## config.mk

```make
export PLATFORM = sky130hd
export DESIGN_NAME = rscmb_reset_combiner
export DESIGN_NICKNAME = d
export VERILOG_FILES = /design/src/rscmb_pkg.sv /design/src/rscmb_release_sync.sv /design/src/rscmb_axil_slave.sv /design/src/rscmb_reset_combiner.sv
export SDC_FILE = /design/constraint.sdc
export NUM_CORES = 1
export LEC_CHECK = 0
export BUFFER_PORTS_ARGS = -buffer_cell sky130_fd_sc_hd__buf_4
export CAP_MARGIN = 20
export CORE_MARGIN = 4
export CORE_UTILIZATION = 41
export CTS_CLUSTER_SIZE = 25
export DETAILED_ROUTE_END_ITERATION = 10
export HOLD_SLACK_MARGIN = 0.03
export MAX_ROUTING_LAYER = met4
export PLACE_DENSITY_LB_ADDON = 0.1
export SYNTH_ARGS = -nofsm -noshare
export SYNTH_HDL_FRONTEND = slang
export SYNTH_SLANG_ARGS = --single-unit
export TNS_END_PERCENT = 50
```

## constraint.sdc

```tcl
create_clock -name clk -period 1.1 [get_ports clk]
set_input_delay 0.055 -clock clk [delete_from_list [all_inputs] [get_ports clk]]
set_output_delay 0.055 -clock clk [all_outputs]
set_load 0.02 [all_outputs]
```

## src/rscmb_pkg.sv

```systemverilog
// package for the reset source combiner: register map, field positions,
// reset values and bus answer codes.
// assumes a 32-bit AXI4-Lite register bus with a 4-bit byte address.
package rscmb_pkg;

  // ************************************************************
  // register map
  // ************************************************************
  localparam int ADDR_W = 4;
  localparam int DATA_W = 32;
  localparam int STATUS_W = 16;
  localparam logic [3:0] STATUS_OFFSET = 4'h0;
  localparam logic [3:0] LIVE_OFFSET = 4'h4;

  // ************************************************************
  // reset_cause_status fields
  // ************************************************************
  localparam int BIT_POR = 0;
  localparam int BIT_BROWN = 1;
  localparam int BIT_IDLE = 2;
  localparam int BIT_SLEEP = 3;
  localparam int BIT_WDOG_TIMEOUT = 4;
  localparam int BIT_WDOG_EN = 5;
  localparam int BIT_RESET_INSTR = 6;
  localparam int BIT_EXT_PIN = 7;
  localparam int BIT_VREG = 8;
  localparam int BIT_ILLOP = 14;
  localparam int BIT_TRAP = 15;
  localparam logic [15:0] STATUS_POR_VALUE = 16'h0001;
  localparam logic [15:0] STATUS_IMPL_MASK = 16'hC1FF;

  // ************************************************************
  // live source register fields
  // ************************************************************
  localparam int LIVE_WDT_EN = 0;
  localparam int LIVE_BROWN = 1;
  localparam int LIVE_EXTPIN = 2;
  localparam int LIVE_INTREQ = 3;

  // ************************************************************
  // pin synchroniser and bus answers
  // ************************************************************
  localparam int PIN_COUNT = 2;
  localparam int PIN_EXT_CLEAR = 0;
  localparam int PIN_BROWN = 1;
  localparam logic [1:0] PIN_IDLE = 2'h1;
  localparam int SYNC_STAGES = 2;
  localparam logic [1:0] RESP_OKAY = 2'h0;
  localparam logic [1:0] RESP_SLVERR = 2'h2;

endpackage

```

## src/rscmb_release_sync.sv

```systemverilog
// reset release synchroniser: asserts at once, releases on the clock.
// assumes rawReset may come from pins or logic with no relation to clk.
`timescale 1ns/1ps
module rscmb_release_sync #(
  parameter int STAGES = rscmb_pkg::SYNC_STAGES
) (
  input wire logic clk,
  input wire logic rawReset,
  output logic syncReset
);

  logic [STAGES-1:0] chain_reg;

  // ************************************************************
  // async assert, clocked release
  // ************************************************************
  // release walks the chain so no flop sees a metastable edge
  always_ff @(posedge clk or posedge rawReset) begin
    if (rawReset) begin
      chain_reg <= '1;
    end else begin
      chain_reg <= {chain_reg[STAGES-2:0], 1'b0};
    end
  end

  assign syncReset = chain_reg[STAGES-1];

endmodule // rscmb_release_sync

```

## src/rscmb_axil_slave.sv

```systemverilog
// AXI4-Lite slave front end: takes address and data in either order,
// hands one write strobe and one read decode to the register file.
// assumes a single clock and that sys_rst is the only reset of the bus.
`timescale 1ns/1ps
module rscmb_axil_slave (
  input wire logic clk,
  input wire logic sys_rst,
  input wire logic [rscmb_pkg::ADDR_W-1:0] s_axi_awaddr,
  input wire logic s_axi_awvalid,
  output logic s_axi_awready,
  input wire logic [rscmb_pkg::DATA_W-1:0] s_axi_wdata,
  input wire logic [3:0] s_axi_wstrb,
  input wire logic s_axi_wvalid,
  output logic s_axi_wready,
  output logic [1:0] s_axi_bresp,
  output logic s_axi_bvalid,
  input wire logic s_axi_bready,
  input wire logic [rscmb_pkg::ADDR_W-1:0] s_axi_araddr,
  input wire logic s_axi_arvalid,
  output logic s_axi_arready,
  output logic [rscmb_pkg::DATA_W-1:0] s_axi_rdata,
  output logic [1:0] s_axi_rresp,
  output logic s_axi_rvalid,
  input wire logic s_axi_rready,
  output logic wrEn,
  output logic [rscmb_pkg::ADDR_W-1:0] wrAddr,
  output logic [rscmb_pkg::DATA_W-1:0] wrData,
  output logic [3:0] wrStrb,
  input wire logic wrErr,
  output logic [rscmb_pkg::ADDR_W-1:0] rdAddr,
  input wire logic [rscmb_pkg::DATA_W-1:0] rdData,
  input wire logic rdErr
);

  logic awHeld_reg;
  logic wHeld_reg;

  // ************************************************************
  // write channel
  // ************************************************************
  assign s_axi_awready = !awHeld_reg && !s_axi_bvalid;
  assign s_axi_wready = !wHeld_reg && !s_axi_bvalid;
  assign wrEn = awHeld_reg && wHeld_reg && !s_axi_bvalid;

  always_ff @(posedge clk or posedge sys_rst) begin
    if (sys_rst) begin
      awHeld_reg <= 1'b0;
      wrAddr <= '0;
    end else if (s_axi_awvalid && s_axi_awready) begin
      awHeld_reg <= 1'b1;
      wrAddr <= s_axi_awaddr;
    end else if (wrEn) begin
      awHeld_reg <= 1'b0;
    end
  end

  always_ff @(posedge clk or posedge sys_rst) begin
    if (sys_rst) begin
      wHeld_reg <= 1'b0;
      wrData <= '0;
      wrStrb <= 4'h0;
    end else if (s_axi_wvalid && s_axi_wready) begin
      wHeld_reg <= 1'b1;
      wrData <= s_axi_wdata;
      wrStrb <= s_axi_wstrb;
    end else if (wrEn) begin
      wHeld_reg <= 1'b0;
    end
  end

  always_ff @(posedge clk or posedge sys_rst) begin
    if (sys_rst) begin
      s_axi_bvalid <= 1'b0;
      s_axi_bresp <= rscmb_pkg::RESP_OKAY;
    end else if (wrEn) begin
      s_axi_bvalid <= 1'b1;
      s_axi_bresp <= wrErr ? rscmb_pkg::RESP_SLVERR : rscmb_pkg::RESP_OKAY;
    end else if (s_axi_bready) begin
      s_axi_bvalid <= 1'b0;
    end
  end

  // ************************************************************
  // read channel
  // ************************************************************
  // decode is combinational on araddr, so the answer comes one cycle later
  assign s_axi_arready = !s_axi_rvalid;
  assign rdAddr = s_axi_araddr;

  always_ff @(posedge clk or posedge sys_rst) begin
    if (sys_rst) begin
      s_axi_rvalid <= 1'b0;
      s_axi_rdata <= '0;
      s_axi_rresp <= rscmb_pkg::RESP_OKAY;
    end else if (s_axi_arvalid && s_axi_arready) begin
      s_axi_rvalid <= 1'b1;
      s_axi_rdata <= rdData;
      s_axi_rresp <= rdErr ? rscmb_pkg::RESP_SLVERR : rscmb_pkg::RESP_OKAY;
    end else if (s_axi_rready) begin
      s_axi_rvalid <= 1'b0;
    end
  end

endmodule // rscmb_axil_slave

```

## src/rscmb_reset_combiner.sv

```systemverilog
// reset source combiner: merges every reset source into one master reset,
// records the cause in reset_cause_status and serves it over AXI4-Lite.
// assumes sys_rst is the power-on reset; pin sources are asynchronous,
// instruction and trap sources are one-cycle pulses on clk.
`timescale 1ns/1ps
module rscmb_reset_combiner (
  input wire logic clk,
  input wire logic sys_rst,
  input wire logic brownOutReq,
  input wire logic externalClearPinN,
  input wire logic resetInstr,
  input wire logic watchdogTimeout,
  input wire logic trapConflict,
  input wire logic illegalOp,
  input wire logic powerSaveInstr,
  input wire logic powerSaveSleep,
  input wire logic watchdogFuseEnable,
  output logic masterSystemReset,
  output logic watchdogEnabled,
  output logic regulatorSleepActive,
  input wire logic [rscmb_pkg::ADDR_W-1:0] s_axi_awaddr,
  input wire logic s_axi_awvalid,
  output logic s_axi_awready,
  input wire logic [rscmb_pkg::DATA_W-1:0] s_axi_wdata,
  input wire logic [3:0] s_axi_wstrb,
  input wire logic s_axi_wvalid,
  output logic s_axi_wready,
  output logic [1:0] s_axi_bresp,
  output logic s_axi_bvalid,
  input wire logic s_axi_bready,
  input wire logic [rscmb_pkg::ADDR_W-1:0] s_axi_araddr,
  input wire logic s_axi_arvalid,
  output logic s_axi_arready,
  output logic [rscmb_pkg::DATA_W-1:0] s_axi_rdata,
  output logic [1:0] s_axi_rresp,
  output logic s_axi_rvalid,
  input wire logic s_axi_rready
);

  // ************************************************************
  // declarations
  // ************************************************************
  logic [rscmb_pkg::PIN_COUNT-1:0] pinSync1_reg;
  logic [rscmb_pkg::PIN_COUNT-1:0] pinSync2_reg;
  logic extPinActive;
  logic brownActive;
  logic wdtFire;
  logic internalReq_reg;
  logic internalReq_next;
  logic rawReset;
  logic [rscmb_pkg::STATUS_W-1:0] status_reg;
  logic [rscmb_pkg::STATUS_W-1:0] status_next;
  logic [rscmb_pkg::STATUS_W-1:0] setMask;
  logic [rscmb_pkg::STATUS_W-1:0] clrMask;
  logic [rscmb_pkg::STATUS_W-1:0] writeMerged;
  logic statusWrite;
  logic wrEn;
  logic [rscmb_pkg::ADDR_W-1:0] wrAddr;
  logic [rscmb_pkg::DATA_W-1:0] wrData;
  logic [3:0] wrStrb;
  logic wrErr;
  logic [rscmb_pkg::ADDR_W-1:0] rdAddr;
  logic [rscmb_pkg::DATA_W-1:0] rdData;
  logic rdErr;
  logic [rscmb_pkg::DATA_W-1:0] liveWord;

  // ************************************************************
  // helpers
  // ************************************************************
  function automatic logic rscmbHit(
    input logic [rscmb_pkg::ADDR_W-1:0] addr,
    input logic [rscmb_pkg::ADDR_W-1:0] offset
  );
    // low two bits ignored: every register is one aligned word
    rscmbHit = (addr[rscmb_pkg::ADDR_W-1:2] == offset[rscmb_pkg::ADDR_W-1:2]);
  endfunction

  function automatic logic [15:0] rscmbMerge(
    input logic [15:0] old,
    input logic [15:0] data,
    input logic [1:0] strb
  );
    logic [15:0] result;
    result = old;
    if (strb[0]) begin
      result[7:0] = data[7:0];
    end
    if (strb[1]) begin
      result[15:8] = data[15:8];
    end
    rscmbMerge = result;
  endfunction

  // ************************************************************
  // pin synchronisers
  // ************************************************************
  always_ff @(posedge clk or posedge sys_rst) begin
    if (sys_rst) begin
      pinSync1_reg <= rscmb_pkg::PIN_IDLE;
      pinSync2_reg <= rscmb_pkg::PIN_IDLE;
    end else begin
      pinSync1_reg <= {brownOutReq, externalClearPinN};
      pinSync2_reg <= pinSync1_reg;
    end
  end

  assign extPinActive = !pinSync2_reg[rscmb_pkg::PIN_EXT_CLEAR];
  assign brownActive = pinSync2_reg[rscmb_pkg::PIN_BROWN];

  // ************************************************************
  // reset merge
  // ************************************************************
  // watchdog time-outs only count while the watchdog is enabled
  assign watchdogEnabled = status_reg[rscmb_pkg::BIT_WDOG_EN] || watchdogFuseEnable;
  assign wdtFire = watchdogTimeout && watchdogEnabled;
  assign internalReq_next = resetInstr || wdtFire || trapConflict || illegalOp;

  always_ff @(posedge clk or posedge sys_rst) begin
    if (sys_rst) begin
      internalReq_reg <= 1'b0;
    end else begin
      internalReq_reg <= internalReq_next;
    end
  end

  // raw pins feed only this async assert path; flag logic uses the synced copies
  assign rawReset = sys_rst || brownOutReq || !externalClearPinN || internalReq_reg;

  rscmb_release_sync #(
    .STAGES(rscmb_pkg::SYNC_STAGES)
  ) releaseSync (
    .clk(clk),
    .rawReset(rawReset),
    .syncReset(masterSystemReset)
  );

  // ************************************************************
  // reset cause status
  // ************************************************************
  always_comb begin
    setMask = '0;
    setMask[rscmb_pkg::BIT_BROWN] = brownActive;
    setMask[rscmb_pkg::BIT_EXT_PIN] = extPinActive;
    setMask[rscmb_pkg::BIT_RESET_INSTR] = resetInstr;
    setMask[rscmb_pkg::BIT_WDOG_TIMEOUT] = wdtFire;
    setMask[rscmb_pkg::BIT_SLEEP] = powerSaveInstr && powerSaveSleep;
    setMask[rscmb_pkg::BIT_IDLE] = powerSaveInstr && !powerSaveSleep;
    setMask[rscmb_pkg::BIT_TRAP] = trapConflict;
    setMask[rscmb_pkg::BIT_ILLOP] = illegalOp;
  end

  always_comb begin
    clrMask = '0;
    // brown-out clears every cause flag but the pin flags and the power-on flag
    clrMask[rscmb_pkg::BIT_TRAP] = brownActive;
    clrMask[rscmb_pkg::BIT_ILLOP] = brownActive;
    clrMask[rscmb_pkg::BIT_RESET_INSTR] = brownActive;
    clrMask[rscmb_pkg::BIT_SLEEP] = brownActive;
    clrMask[rscmb_pkg::BIT_IDLE] = brownActive;
    clrMask[rscmb_pkg::BIT_WDOG_TIMEOUT] = brownActive || powerSaveInstr;
  end

  assign statusWrite = wrEn && rscmbHit(wrAddr, rscmb_pkg::STATUS_OFFSET);

  always_comb begin
    writeMerged = status_reg;
    if (statusWrite) begin
      writeMerged = rscmbMerge(status_reg, wrData[15:0], wrStrb[1:0]);
    end
    // hardware sets win over software and hardware clears in the same cycle
    status_next = ((writeMerged & ~clrMask) | setMask) & rscmb_pkg::STATUS_IMPL_MASK;
  end

  // only power-on resets this register; master reset leaves it alone
  always_ff @(posedge clk or posedge sys_rst) begin
    if (sys_rst) begin
      status_reg <= rscmb_pkg::STATUS_POR_VALUE;
    end else begin
      status_reg <= status_next;
    end
  end

  assign regulatorSleepActive = status_reg[rscmb_pkg::BIT_VREG];

  // ************************************************************
  // register access
  // ************************************************************
  always_comb begin
    liveWord = '0;
    liveWord[rscmb_pkg::LIVE_WDT_EN] = watchdogEnabled;
    liveWord[rscmb_pkg::LIVE_BROWN] = brownActive;
    liveWord[rscmb_pkg::LIVE_EXTPIN] = extPinActive;
    liveWord[rscmb_pkg::LIVE_INTREQ] = internalReq_reg;
  end

  always_comb begin
    rdData = '0;
    rdErr = 1'b0;
    if (rscmbHit(rdAddr, rscmb_pkg::STATUS_OFFSET)) begin
      rdData[15:0] = status_reg;
    end else if (rscmbHit(rdAddr, rscmb_pkg::LIVE_OFFSET)) begin
      rdData = liveWord;
    end else begin
      rdErr = 1'b1;
    end
  end

  // live register is read-only: writes there are dropped with OKAY
  assign wrErr = !rscmbHit(wrAddr, rscmb_pkg::STATUS_OFFSET)
    && !rscmbHit(wrAddr, rscmb_pkg::LIVE_OFFSET);

  rscmb_axil_slave axilSlave (
    .clk(clk),
    .sys_rst(sys_rst),
    .s_axi_awaddr(s_axi_awaddr),
    .s_axi_awvalid(s_axi_awvalid),
    .s_axi_awready(s_axi_awready),
    .s_axi_wdata(s_axi_wdata),
    .s_axi_wstrb(s_axi_wstrb),
    .s_axi_wvalid(s_axi_wvalid),
    .s_axi_wready(s_axi_wready),
    .s_axi_bresp(s_axi_bresp),
    .s_axi_bvalid(s_axi_bvalid),
    .s_axi_bready(s_axi_bready),
    .s_axi_araddr(s_axi_araddr),
    .s_axi_arvalid(s_axi_arvalid),
    .s_axi_arready(s_axi_arready),
    .s_axi_rdata(s_axi_rdata),
    .s_axi_rresp(s_axi_rresp),
    .s_axi_rvalid(s_axi_rvalid),
    .s_axi_rready(s_axi_rready),
    .wrEn(wrEn),
    .wrAddr(wrAddr),
    .wrData(wrData),
    .wrStrb(wrStrb),
    .wrErr(wrErr),
    .rdAddr(rdAddr),
    .rdData(rdData),
    .rdErr(rdErr)
  );

  // ************************************************************
  // assertions
  // ************************************************************
  a_merge_pulse:
    assert property (@(posedge clk) disable iff (sys_rst)
      (resetInstr || trapConflict || illegalOp) |=> masterSystemReset)
    else $error("reset source pulse did not raise master reset");

  a_hold_active:
    assert property (@(posedge clk) disable iff (sys_rst)
      internalReq_reg |-> masterSystemReset)
    else $error("master reset low while a source is active");

  a_sync_release:
    assert property (@(posedge clk) disable iff (sys_rst)
      $fell(masterSystemReset) |-> !$past(internalReq_reg) && !$past(internalReq_reg, 2))
    else $error("master reset released too soon after a source");

  a_por_value:
    assert property (@(posedge clk)
      $fell(sys_rst) |-> status_reg == rscmb_pkg::STATUS_POR_VALUE)
    else $error("status not at power-on value after power-on");

  a_trap_flag:
    assert property (@(posedge clk) disable iff (sys_rst)
      trapConflict |=> status_reg[rscmb_pkg::BIT_TRAP])
    else $error("trap conflict flag not set");

  a_illop_flag:
    assert property (@(posedge clk) disable iff (sys_rst)
      illegalOp |=> status_reg[rscmb_pkg::BIT_ILLOP])
    else $error("illegal op flag not set");

  a_unimpl_zero:
    assert property (@(posedge clk) disable iff (sys_rst)
      s_axi_rvalid |-> s_axi_rdata[13:9] == 5'h00)
    else $error("unimplemented status bits read nonzero");

  a_extpin_flag:
    assert property (@(posedge clk) disable iff (sys_rst)
      !externalClearPinN [*3] |=> status_reg[rscmb_pkg::BIT_EXT_PIN])
    else $error("external pin flag not set after pin reset");

  a_swr_flag:
    assert property (@(posedge clk) disable iff (sys_rst)
      resetInstr |=> status_reg[rscmb_pkg::BIT_RESET_INSTR] && masterSystemReset)
    else $error("reset instruction not recorded");

  a_wdt_fuse:
    assert property (@(posedge clk) disable iff (sys_rst)
      watchdogFuseEnable && watchdogTimeout |=> status_reg[rscmb_pkg::BIT_WDOG_TIMEOUT])
    else $error("fuse-enabled watchdog time-out ignored");

  a_wdt_gate:
    assert property (@(posedge clk) disable iff (sys_rst)
      watchdogTimeout && !watchdogEnabled && !resetInstr && !trapConflict && !illegalOp
      |=> !internalReq_reg)
    else $error("disabled watchdog caused a reset");

  a_watchdog_timeout_flag_clear:
    assert property (@(posedge clk) disable iff (sys_rst)
      powerSaveInstr && !wdtFire |=> !status_reg[rscmb_pkg::BIT_WDOG_TIMEOUT])
    else $error("power-save did not clear watchdog flag");

  a_sleep_idle:
    assert property (@(posedge clk) disable iff (sys_rst)
      powerSaveInstr && !brownActive
      |=> ($past(powerSaveSleep) ? status_reg[rscmb_pkg::BIT_SLEEP]
      : status_reg[rscmb_pkg::BIT_IDLE]))
    else $error("sleep or idle flag not set by power-save");

  a_brown_flag:
    assert property (@(posedge clk) disable iff (sys_rst)
      brownActive |=> status_reg[rscmb_pkg::BIT_BROWN])
    else $error("brown-out not recorded");

  // the raw pin holds the master reset; the synced copy lags its release
  a_brown_hold:
    assert property (@(posedge clk) disable iff (sys_rst)
      brownOutReq |=> masterSystemReset)
    else $error("master reset low during brown-out");

  a_write_store:
    assert property (@(posedge clk) disable iff (sys_rst)
      statusWrite && wrStrb[1:0] == 2'h3 && setMask == 16'h0000 && clrMask == 16'h0000
      |=> status_reg == (($past(wrData[15:0])) & rscmb_pkg::STATUS_IMPL_MASK))
    else $error("status write not stored");

  a_write_noreset:
    assert property (@(posedge clk) disable iff (sys_rst)
      statusWrite && !internalReq_next |=> !internalReq_reg)
    else $error("software write caused a reset request");

endmodule // rscmb_reset_combiner

```

# Word-level counts from Yosys, hierarchy flattened
# Cells that the tools add are included.
# totals
inputBits	60
reg_bits	80
output_inout_bits	44
word_cells	72
# op_classes
n_bitwise	3
n_mux	17
eq_ne	2
reduce_logical	35
# ops
cell	n
16-bit 2-to-1 mux	3
16-bit AND	1
8-bit 2-to-1 mux	2
16-bit inverter	1
16-bit bitwise OR	1
1-bit logical AND	12
1-bit logical NOT	9
1-bit 2-to-1 mux	9
1-bit logical OR	8
2-bit nonzero test	4
2-bit by 1-bit == test with 1-bit output, second input constant	2
2-bit logical NOT	2
2-bit 2-to-1 mux	2
4-bit 2-to-1 mux	1

# Logic depth before layout (Yosys ltp)
# Gate-level depths: netlist of the first run.
# depth
word_depth	6
depth_mapped	4
mapped_depth_nobuf	3

# Cells and area by module
# From an unflattened synthesis of the first run, not the netlist that was laid out.
# hier_totals
hier_cells	256
area_unflattened_um2	3858.7
# modules_own_cells
mod	n_inst	cells_per_inst	area_per_inst_um2
rscmb_axil_slave	1	183	3019.1
rscmb_reset_combiner	1	69	779.5
rscmb_release_sync	1	4	60.1

# Worst setup path after synthesis of the first run
# No wires, ideal clock.
# synth_timing
path_kind	reg2reg
startpoint	register axilSlave.s_axi_bvalid
endpoint	register axilSlave.wrAddr[2] (netlist name)
arrival_ns	1.377
stages_incl_launch_ff	4
t_required_ns	0.975
period_less_slack_ns	1.502
n_path_buf	0
path_slack_ns	-0.402
setup_time_ns	0.125
cell_sequence	dfrtp_1 > nor2_1 > and2_1 > mux2_2
# synth_via
elab_chain_cells	3
# synth_rtl
element	line_no	source
start: declaration	rscmb_axil_slave.sv:16	output logic s_axi_bvalid,
start signal: assignment	rscmb_axil_slave.sv:73	s_axi_bvalid <= 1'b0;
start signal: assignment	rscmb_axil_slave.sv:76	s_axi_bvalid <= 1'b1;
start signal: assignment	rscmb_axil_slave.sv:79	s_axi_bvalid <= 1'b0;
1-bit logical NOT	rscmb_axil_slave.sv:41	assign s_axi_awready = !awHeld_reg && !s_axi_bvalid;
1-bit logical AND	rscmb_axil_slave.sv:41	
named net s_axi_awready	rscmb_reset_combiner.sv:23	output logic s_axi_awready,
1-bit logical AND	rscmb_axil_slave.sv:49	end else if (s_axi_awvalid && s_axi_awready) begin
end signal: assignment	rscmb_axil_slave.sv:51	wrAddr <= s_axi_awaddr;
end: declaration	rscmb_axil_slave.sv:26	output logic [rscmb_pkg::ADDR_W-1:0] wrAddr,
# The timed path passes the listed nets, and every way through them passes these cells.
# A chain may end at the register's enable or synchronous reset.

# Final worst setup path of the first run
# layout_timing
startpoint	register axilSlave.wrAddr[2] (netlist name)
endpoint	register status_reg[6] (netlist name)
# layout_via
elab_chain_cells	5
# layout_rtl
element	line_no	source
2-bit logical NOT	rscmb_reset_combiner.sv:75	rscmbHit = (addr[rscmb_pkg::ADDR_W-1:2] == offset[rscmb_pkg::ADDR_W-1:2]);
1-bit logical AND	rscmb_reset_combiner.sv:163	assign statusWrite = wrEn && rscmbHit(wrAddr, rscmb_pkg::STATUS_OFFSET);
16-bit 2-to-1 mux	rscmb_reset_combiner.sv:167	if (statusWrite) begin
16-bit AND	rscmb_reset_combiner.sv:171	status_next = ((writeMerged & ~clrMask) | setMask) & rscmb_pkg::STATUS_IMPL_MASK;
16-bit bitwise OR	rscmb_reset_combiner.sv:171	
named net status_next, one bit	rscmb_reset_combiner.sv:52	logic [rscmb_pkg::STATUS_W-1:0] status_next;
end signal: assignment	rscmb_reset_combiner.sv:177	status_reg <= rscmb_pkg::STATUS_POR_VALUE;
end signal: assignment	rscmb_reset_combiner.sv:179	status_reg <= status_next;
end: declaration	rscmb_reset_combiner.sv:51	logic [rscmb_pkg::STATUS_W-1:0] status_reg;
# The timed path passes the listed nets, and every way through them passes these cells.

==> results of run 1 <==
per-stage QoR:
| step | instances | setup TNS [ns] | hold slack (ns) | util |
|---|---|---|---|---|
| 6_report | 352 | -5.40 | 0.0747 | 0.661 |
| 5_1_grt | 352 | -7.49 | 0.0786 | 0.661 |
| 4_1_cts | 350 | -5.50 | 0.0338 | 0.649 |
| 3_5_place_dp | 314 | -4.89 | 0.158 | 0.554 |
| 3_3_place_gp | 314 | -4.39 | 0.139 | 0.554 |
| 2_1_floorplan | 193 | -5.69 | 0.0595 | - |
critical path: stages (launching register included):
cell and delay (ns):
dfrtp_1 0.38, or3b_4 0.43, o211a_1 0.21, a311o_1 0.26
where the power goes:
group          leakage [nW]  switching (mW)  internal, mW  total, mW
registers             0.587           0.389          2.42       2.81
clock network        0.0514           0.596         0.679       1.28
logic                 0.953            1.32          1.82       3.14
cells in the final DEF, fill, tap and decap left out, types with 2 or more instances in the layout:
cell,synthesis,final
buf_6,0,13
a21oi_1,2,2
nand3_1,4,4
mux2_2,21,2
clkinvlp_4,0,2
nor2_2,1,2
a22o_1,11,11
dfrtp_1,45,42
buf_12,0,2
nand4_1,3,3
o311ai_2,0,2
nor2_4,0,3
a311o_1,3,3
inv_2,0,2
nor2_1,7,3
nand2_1,8,8
o21ai_0,5,4
mux2_4,0,19
dfstp_2,5,5
dlygate4sd3_1,0,28
conb_1,1,24
clkbuf_8,0,5
dfrtp_2,0,3
inv_1,8,5
buf_4,23,64
cells in the mapped netlist:
| library cell | instances | share of area |
|---|---|---|
| dfrtp_1 | 45 | 0.53 |
| dfstp_2 | 5 | 0.061 |
| or2_2 | 1 | 0.0029 |
| nand4_1 | 3 | 0.0088 |
| a311oi_1 | 2 | 0.0082 |
| mux2i_1 | 1 | 0.0047 |
| nor2_2 | 1 | 0.0029 |
| nor3_1 | 2 | 0.0047 |
| a21oi_1 | 2 | 0.0047 |
| nand2b_1 | 2 | 0.0059 |
| a22o_1 | 11 | 0.045 |
| buf_2 | 2 | 0.0047 |
| nand3_1 | 4 | 0.0094 |
| nor4b_1 | 1 | 0.0041 |
| nand3b_1 | 1 | 0.0035 |
| clkbuf_1 | 1 | 0.0018 |
| inv_1 | 8 | 0.014 |
| and2_1 | 1 | 0.0029 |
| nor2_1 | 7 | 0.012 |
| and3_1 | 1 | 0.0029 |
| nand2_1 | 8 | 0.014 |
| nor3b_2 | 1 | 0.0059 |
| o21ai_0 | 5 | 0.012 |
| buf_4 | 23 | 0.081 |
| mux2_2 | 21 | 0.11 |
| a311o_1 | 3 | 0.014 |
| o311ai_0 | 2 | 0.0082 |
| o211ai_1 | 1 | 0.0035 |
| and3b_1 | 1 | 0.0041 |
| conb_1 | 1 | 0.0018 |
| o211a_1 | 1 | 0.0047 |
| nor3b_1 | 1 | 0.0035 |
| or3b_4 | 1 | 0.0053 |
cells by family (layout without fill, tap and decap cells):
kind of cell    Yosys count  in the layout  share of synthesized area
flops                    50             50                      0.588
compound gates           27             27                      0.100
mux                      22             22                      0.115
simple gates             36             36                     0.0931
buf+inv                  34            123                      0.101
other cells               1             24                    0.00175
layout make-up:
| type | count | area (sq um) | share of cell area |
|---|---|---|---|
| Clock inverter | 2 | 37.5 | 0.0112 |
| Inverter | 8 | 33.8 | 0.0101 |
| Sequential cell | 50 | 1260 | 0.376 |
| Multi-Input combinational cell | 109 | 912 | 0.272 |
| Tap cell | 70 | 87.6 | 0.0261 |
| Timing Repair Buffer | 107 | 947 | 0.283 |
| Clock buffer | 6 | 72.6 | 0.0216 |
per-layer routing:
layer	routed length (um)	global-route usage	vias up	part of all wire
li1	-	-	779	-
met1	2150	0.221	815	0.43
met2	2430	0.277	64	0.49
met3	331	0.0381	11	0.066
met4	93	0.0557	0	0.019
met5	0	-	-	0
repair_timing:
action | 4_1_cts | 5_1_grt
gates resized for setup | 27 | 11
pin swaps | 15 | 6
hold buffers | 27 | 1
setup endpoints to repair | 43 | 44
setup buffers | 1 | 1
endpoints found under the hold margin | 72 | 1
worst min-delay path by stage:
stage,startpoint,end,slack (ns),cells after the start
floorplan,externalClearPinN,pinSync1_reg[0],0.06,0
global placement,sys_rst,pinSync1_reg[1],0.14,3
detailed placement,sys_rst,pinSync1_reg[1],0.16,3
CTS,s_axi_araddr[3],axilSlave.s_axi_rresp[1],0.03,2
global route,s_axi_awvalid,axilSlave.awHeld_reg,0.08,3
finish,s_axi_awvalid,axilSlave.awHeld_reg,0.07,3
==> results_dict.tcl, run 1 <==
set metrics [dict create \
    status "complete, but fails checks" \
    violations "setup timing" \
    rsz0062_at_grt "true" \
    finalHoldViolations 0 \
    power_mw 7.23 \
    fin_crit_ns 1.38 \
    max_cap_violations 0 \
    cts_buffer_depth 2 \
    start_util 0.421 \
    setup_ws_ns -0.284 \
    first_global_vias 1768 \
    drtAntennaViolNets 0 \
    critPathLaunch "axilSlave.wrAddr[2]" \
    r2r_cells 3 \
    peakVddDrop_mv 1.61 \
    syn_area_per_cell_sq_um 12.6 \
    area_delta_synth_final_pct 56.8 \
    drt_wl_total_um 5000 \
    synth.cell_area_sq_um 2140 \
    die_h_um 80.2 \
    finClkSkew_ns 0.00667 \
    drtPass1Iterations 4 \
    worstSkewPairLatency_ns 0.30 \
    grt-ovfl-total 0 \
    root_buffer "clkbuf_8" \
    num_rows 26 \
    postSynthCellCount 170 \
    postPlaceCellArea_sq_um 2810 \
    num_io_pins 104 \
    r2r-start "axilSlave.wrAddr[2]" \
    cts_tree "done" \
    diodes 0 \
    rrSetupSlack_ns -0.28 \
    post_route_cells_drive_above_1_share 0.482 \
    coreArea_sq_um 5070 \
    num_vias 1669 \
    die-area_sq_um 6430 \
    layout.nets 341 \
    fin_area_sq_um 3350 \
    end_kind "flop" \
    routedWlPerCell_um 14.2 \
    synthDistinctLibCells 33 \
    grt_pass1_wl_um 8360 \
    hpwl_um 3770 \
    worstSetupEndpoint "status_reg[6]" \
    slew_violations 0 \
    worstSetupPathType "reg2reg" \
    htreeDepth 2 \
    yosysSeqAreaShare 0.588 \
    setup_violations 40 \
    hold_class "in2reg" \
    post-place-ws_ns -0.302 \
    fillers 383 \
    regToRegEndpoint "status_reg[6]" \
    clkSinkCount 50 \
    grt_use_total 0.174 \
    synth_warnings 0 \
    port_buffers 53 \
    grt_max_degree 49 \
    die_w_um 80.2 \
    cp-start-kind "flop" \
    drc 0 \
    p_leak_nw 1.59 \
    initialDrtViolationCount 76 \
    p_per_area_nw_per_um2 2160 \
    min_period_over_period 1.26 \
    critPathMaxFanout 4 \
    synth-seq-cells 50 \
    grt_antenna_before_repair 0 \
    cts_buffers 5 \
    gp_congestion 0.770 \
    routed_via_density 4.74 \
    fmax_ghz 0.723 \
    arrival_ns 1.58 \
    path_clk_slew_ns 0.09 \
    required_ns 1.29 \
]
(Power assumes the default switching activity.)
==> run 2: changes to the inputs <==
--- a/config.mk
+++ b/config.mk
@@ -8,7 +8,7 @@
 export BUFFER_PORTS_ARGS = -buffer_cell sky130_fd_sc_hd__buf_4
 export CAP_MARGIN = 20
 export CORE_MARGIN = 4
-export CORE_UTILIZATION = 41
+export CORE_UTILIZATION = 45
 export CTS_CLUSTER_SIZE = 25
 export DETAILED_ROUTE_END_ITERATION = 10
 export HOLD_SLACK_MARGIN = 0.03
@@ -16,5 +16,6 @@
 export PLACE_DENSITY_LB_ADDON = 0.1
 export SYNTH_ARGS = -nofsm -noshare
 export SYNTH_HDL_FRONTEND = slang
+export SYNTH_HIERARCHICAL = 1
 export SYNTH_SLANG_ARGS = --single-unit
 export TNS_END_PERCENT = 50
==> run 2 against run 1 <==
The run still ends with setup timing left. Maximum frequency shrank 2.5%. Synthesized area increased by 36%. Clock skew hardly changed. Non-clock buffer count is 16 higher. Worst hold slack got worse by 0.021 ns. Wire length increased by 17%. Sequential share of layout area rose by 2.4 points. Combinational power rose by 5%.
==> results_dict.tcl, run 2 <==
set metrics [dict create \
    area_delta_synth_final_pct 52.9 \
    p_per_area_nw_per_um2 2130 \
    largest_reg_flops 32 \
    gp_congestion 0.791 \
    end_kind "flop" \
    min_period_over_period 1.29 \
    die_h_um 88.5 \
    fin_crit_ns 1.42 \
    die_w_um 88.5 \
    coreArea_sq_um 6310 \
    path_clk_slew_ns 0.07 \
    grt_use_total 0.174 \
    synth.cell_area_sq_um 2920 \
    drtPass1Iterations 3 \
    finClkSkew_ns 0.00696 \
    setup_violations 64 \
    num_vias 1958 \
    layout_common_cells "buf_4 (82), dfrtp_1 (64), mux2_4 (35)" \
    cpMaxStageDelayCell "dfrtp_2" \
    fmax_ghz 0.705 \
    initialDrtViolationCount 42 \
    power_frac_clock 0.249 \
    violations "setup timing" \
    routed_via_density 4.62 \
    critPathBufInv 2 \
    rrSetupSlack_ns -0.32 \
    hold_class "in2reg" \
    grt_antenna_before_repair 0 \
    syn_area_per_cell_sq_um 14.4 \
    critPathMaxStageDelay_ns 0.40 \
    htreeDepth 3 \
    worstSkewPairLatency_ns 0.33 \
    cts_buffers 9 \
    cp-start-kind "flop" \
    required_ns 1.31 \
    hold_slack_ns 0.0537 \
    sequentialPowerShare 0.402 \
    diodes 0 \
    switching_share 0.285 \
    p_leak_nw 2.17 \
    first_global_vias 1981 \
    cp_top_family "flip-flops" \
    routedWlPerCell_um 13.7 \
    power.internal_mw 6.80 \
    post_route_cells_drive_above_1_share 0.516 \
    grt_max_degree 54 \
    status "complete, but fails checks" \
    slew_violations 0 \
    cts_buffer_depth 2 \
    layout.nets 402 \
    drc 0 \
    arrival_ns 1.63 \
    cts_tree "done" \
    root_buffer "clkbuf_8" \
    crit_chain "nand3b_1, inv_1, and4bb_1, buf_12, mux2_4" \
    peakVddDrop_mv 1.31 \
    clkSinkCount 71 \
    timing.setup.tns_ns -13.73 \
    critPathMaxFanout 9 \
    grt_pass1_wl_um 9990 \
    die-area_sq_um 7830 \
    max_cap_violations 0 \
    final_common_cell "buf_4" \
    num_rows 29 \
    finalHoldViolations 0 \
    netSwitchingPower_mw 2.71 \
    setup_ws_ns -0.319 \
    rsz0062_at_grt "true" \
    combPwrFrac 0.349 \
    start_util 0.462 \
    worstSetupPathType "reg2reg" \
    synth_warnings 6 \
    num_io_pins 104 \
    postSynthCellCount 203 \
    port_buffers 74 \
    grt-ovfl-total 0 \
    drtAntennaViolNets 0 \
    drt_wl_total_um 5830 \
    hpwl_um 4020 \
]
==> run 2: final timing paths <==
path | start | end | cells past startpoint
max reg2reg | axilSlave/s_axi_bvalid | status_reg[5] | 5
min reg2reg | pinSync1_reg[1] | pinSync2_reg[1] | 0
max | axilSlave/s_axi_bvalid | status_reg[5] | 5
min | s_axi_awvalid | axilSlave/awHeld_reg | 3
max in group asynchronous | sys_rst | axilSlave/s_axi_bvalid | 4
min in group asynchronous | sys_rst | status_reg[8] | 4
==> run 2: routing by layer <==
layer,GRT usage,share of wire
met1,0.223,0.44
met3,0.0289,0.044
met2,0.274,0.50
met4,0.0783,0.014
met5,-,0
==> run 2: cell type report <==
type / instances / area [sq um]
clock inverters: 3 / 65.1
clock buffers: 13 / 169
repair buffers: 123 / 1100
well taps: 77 / 96.3
multi-input cells: 129 / 1200
flip-flops and latches: 71 / 1790
inverters: 8 / 33.8
fillers: 443 / 1850
==> run 2: worst reg2reg max path: cells and delay by family, from the launching register on <==
kind	cells	cell delay [ns]
muxes	1	0.29
DFF	1	0.40
and+or+nand+nor	2	0.40
buffers and inverters	2	0.21
==> run 2: power by group through the flow <==
| stage | combinational, mW | sequential, mW | clock (mW) |
|---|---|---|---|
| 3_5_place_dp | 3.07 | 3.88 | 0 |
| 2_1_floorplan | 1.60 | 4.16 | 0 |
| 4_1_cts | 3.35 | 3.84 | 2.44 |
| 6_report | 3.31 | 3.82 | 2.37 |
| 5_1_grt | 3.54 | 3.93 | 2.55 |
| 3_3_place_gp | 3.02 | 3.86 | 0 |
==> run 2: per-stage QoR <==
step	power [mW]	worst slack, ns	std cells	utilization	area, sq um
4_1_cts	9.64	-0.334	424	0.707	4460
5_1_grt	10.0	-0.392	424	0.706	4460
3_5_place_dp	6.96	-0.311	379	0.608	3840
3_3_place_gp	6.89	-0.307	379	0.608	3840
6_report	9.51	-0.319	424	0.706	4460
2_1_floorplan	5.76	-0.441	224	-	3150
==> run 2: repair_timing <==
action	in CTS	in global routing
setup buffers	0	0
hold buffers	27	0
resized for setup	15	4
endpoints found under the setup margin	65	67
pin swaps	2	0
cloned	2	0
hold endpoints to repair	98	0
==> run 3: changes to the inputs <==
--- a/config.mk
+++ b/config.mk
@@ -8,7 +8,7 @@
 export BUFFER_PORTS_ARGS = -buffer_cell sky130_fd_sc_hd__buf_4
 export CAP_MARGIN = 20
 export CORE_MARGIN = 4
-export CORE_UTILIZATION = 45
+export CORE_UTILIZATION = 48
 export CTS_CLUSTER_SIZE = 25
 export DETAILED_ROUTE_END_ITERATION = 10
 export HOLD_SLACK_MARGIN = 0.03
==> run 3 against run 2 <==
The run still ends with setup timing left. Worst setup slack lost 0.032 ns. Maximum frequency shrank 2.2%. Global-route usage grew 1.9 points. Sequential share of layout area shrank 0.74 points. Wire length grew 11%. Non-clock buffer count grew 11. Critical path type unchanged. Critical endpoint is now status_reg[4]. Highest routed layer unchanged.
==> results_dict.tcl, run 3 (synthesis results as in run 2) <==
set metrics [dict create \
    sequentialPowerShare 0.406 \
    p_per_area_nw_per_um2 2080 \
    power.internal_mw 6.60 \
    required_ns 1.31 \
    num_io_pins 104 \
    layout.nets 413 \
    routed_via_density 4.60 \
    diodes 0 \
    holdPathEnd "axilSlave/awHeld_reg" \
    first_global_vias 2233 \
    hpwl_um 4390 \
    layout_common_cells "buf_4 (89), dfrtp_1 (64), mux2_4 (35)" \
    min_from "s_axi_awvalid" \
    rsz0062_at_grt "true" \
    setup_ws_ns -0.351 \
    finClkSkew_ns 0.00866 \
    coreArea_sq_um 5920 \
    initialDrtViolationCount 18 \
    die-area_sq_um 7390 \
    min_period_over_period 1.32 \
    r2r_cells 6 \
    combPwrFrac 0.377 \
    gp_congestion 0.752 \
    cp-start-kind "flop" \
    critPathMaxFanout 9 \
    grt_max_degree 29 \
    port_buffers 74 \
    peakVddDrop_mv 1.60 \
    status "complete, but fails checks" \
    timing.setup.tns_ns -13.75 \
    grt-ovfl-total 0 \
    start_util 0.493 \
    switching_share 0.303 \
    root_buffer "clkbuf_8" \
    die_w_um 86.0 \
    grt_antenna_before_repair 0 \
    violations "setup timing" \
    routedWlPerCell_um 14.9 \
    path_clk_slew_ns 0.08 \
    regToRegEndpoint "status_reg[4]" \
    drc 0 \
    netSwitchingPower_mw 2.87 \
    hold_slack_ns 0.0543 \
    setup_violations 68 \
    power_mw 9.47 \
    finalHoldViolations 0 \
    cts_tree "done" \
    drtAntennaViolNets 0 \
    r2r-start "axilSlave/s_axi_bvalid" \
    htreeDepth 3 \
    drt_wl_total_um 6470 \
    final-instance-count-excl-fill 433 \
    hold_class "in2reg" \
    num_vias 1992 \
    grt_use_total 0.194 \
    largest_reg_flops 32 \
    worstSkewPairLatency_ns 0.33 \
    fin_crit_ns 1.45 \
    cts_buffers 9 \
    post-place-ws_ns -0.329 \
    cts_buffer_depth 2 \
    fmax_ghz 0.689 \
    end_kind "flop" \
    p_leak_nw 2.21 \
    slew_violations 0 \
    holdPathStages 3 \
    area_delta_synth_final_pct 55.8 \
    drtPass1Iterations 3 \
    clkSinkCount 71 \
    post_route_cells_drive_above_1_share 0.542 \
    num_rows 28 \
    max_cap_violations 0 \
    worstSetupPathType "reg2reg" \
    die_h_um 86.0 \
    power_frac_clock 0.217 \
    rrSetupSlack_ns -0.35 \
    grt_pass1_wl_um 10700 \
    dp.cells 380 \
    arrival_ns 1.66 \
    final_common_cell "buf_4" \
]
run 3: cell types whose count changed in the layout (fill, tap and decap cells not counted), sizes merged:
cell / change
bufbuf: -1
clkinvlp: +2
clkinv: +2
buf: +12
clkbuf: -3
bufinv: -1
run 3: critical path, stage by stage (launching register included):
cell,delay (ns)
dfrtp_2,0.40
nand3b_1,0.17
inv_1,0.07
and4bb_1,0.24
buf_12,0.15
mux2i_2,0.22
o31ai_2,0.08
run 3: power groups by stage:
stage                     clock (mW)  combinational [mW]  sequential, mW
after floorplan                    0                1.60            4.16
after global placement             0                3.04            3.84
after detailed placement           0                3.11            3.87
after CTS                       2.08                3.46            3.83
after global routing            2.23                3.82            3.95
final                           2.06                3.57            3.84
run 3: repair_timing:
action	4_1_cts	5_1_grt
setup endpoints to repair	66	68
pin swaps	1	1
cloned	1	1
hold buffers	27	0
endpoints found under the hold margin	98	0
buffers inserted	2	6
resized for setup	19	8
run 3: worst max-delay path by stage:
stage	start	end	cells after the start
3_5_place_dp	axilSlave/s_axi_bvalid	status_reg[4]	6
5_1_grt	axilSlave/s_axi_bvalid	status_reg[4]	6
2_1_floorplan	axilSlave/s_axi_bvalid	status_reg[5]	5
4_1_cts	axilSlave/s_axi_bvalid	status_reg[4]	6
6_report	axilSlave/s_axi_bvalid	status_reg[4]	6
3_3_place_gp	axilSlave/s_axi_bvalid	status_reg[5]	5
run 3: per-stage QoR:
step,area [sq um],utilization
after floorplan,3150,-
after global placement,3870,0.654
after detailed placement,3870,0.654
after CTS,4460,0.753
after global routing,4540,0.767
final,4540,0.767
run 3: per-layer routing:
layer,up-vias,share of wire,wire [um],track usage
met1,972,0.43,2790,0.234
met5,-,0,0,-
met4,0,0.015,95,0.0676
met2,53,0.51,3270,0.317
met3,9,0.046,300,0.0480
li1,958,-,-,-
run 3: area by class of cell:
class / instances / area [sq um]
Sequential cell: 71 / 1790
Fill cell: 393 / 1380
Multi-Input combinational cell: 129 / 1220
Timing Repair Buffer: 134 / 1210
Clock buffer: 10 / 138
Tap cell: 75 / 93.8
Clock inverter: 6 / 60.1
Inverter: 8 / 33.8
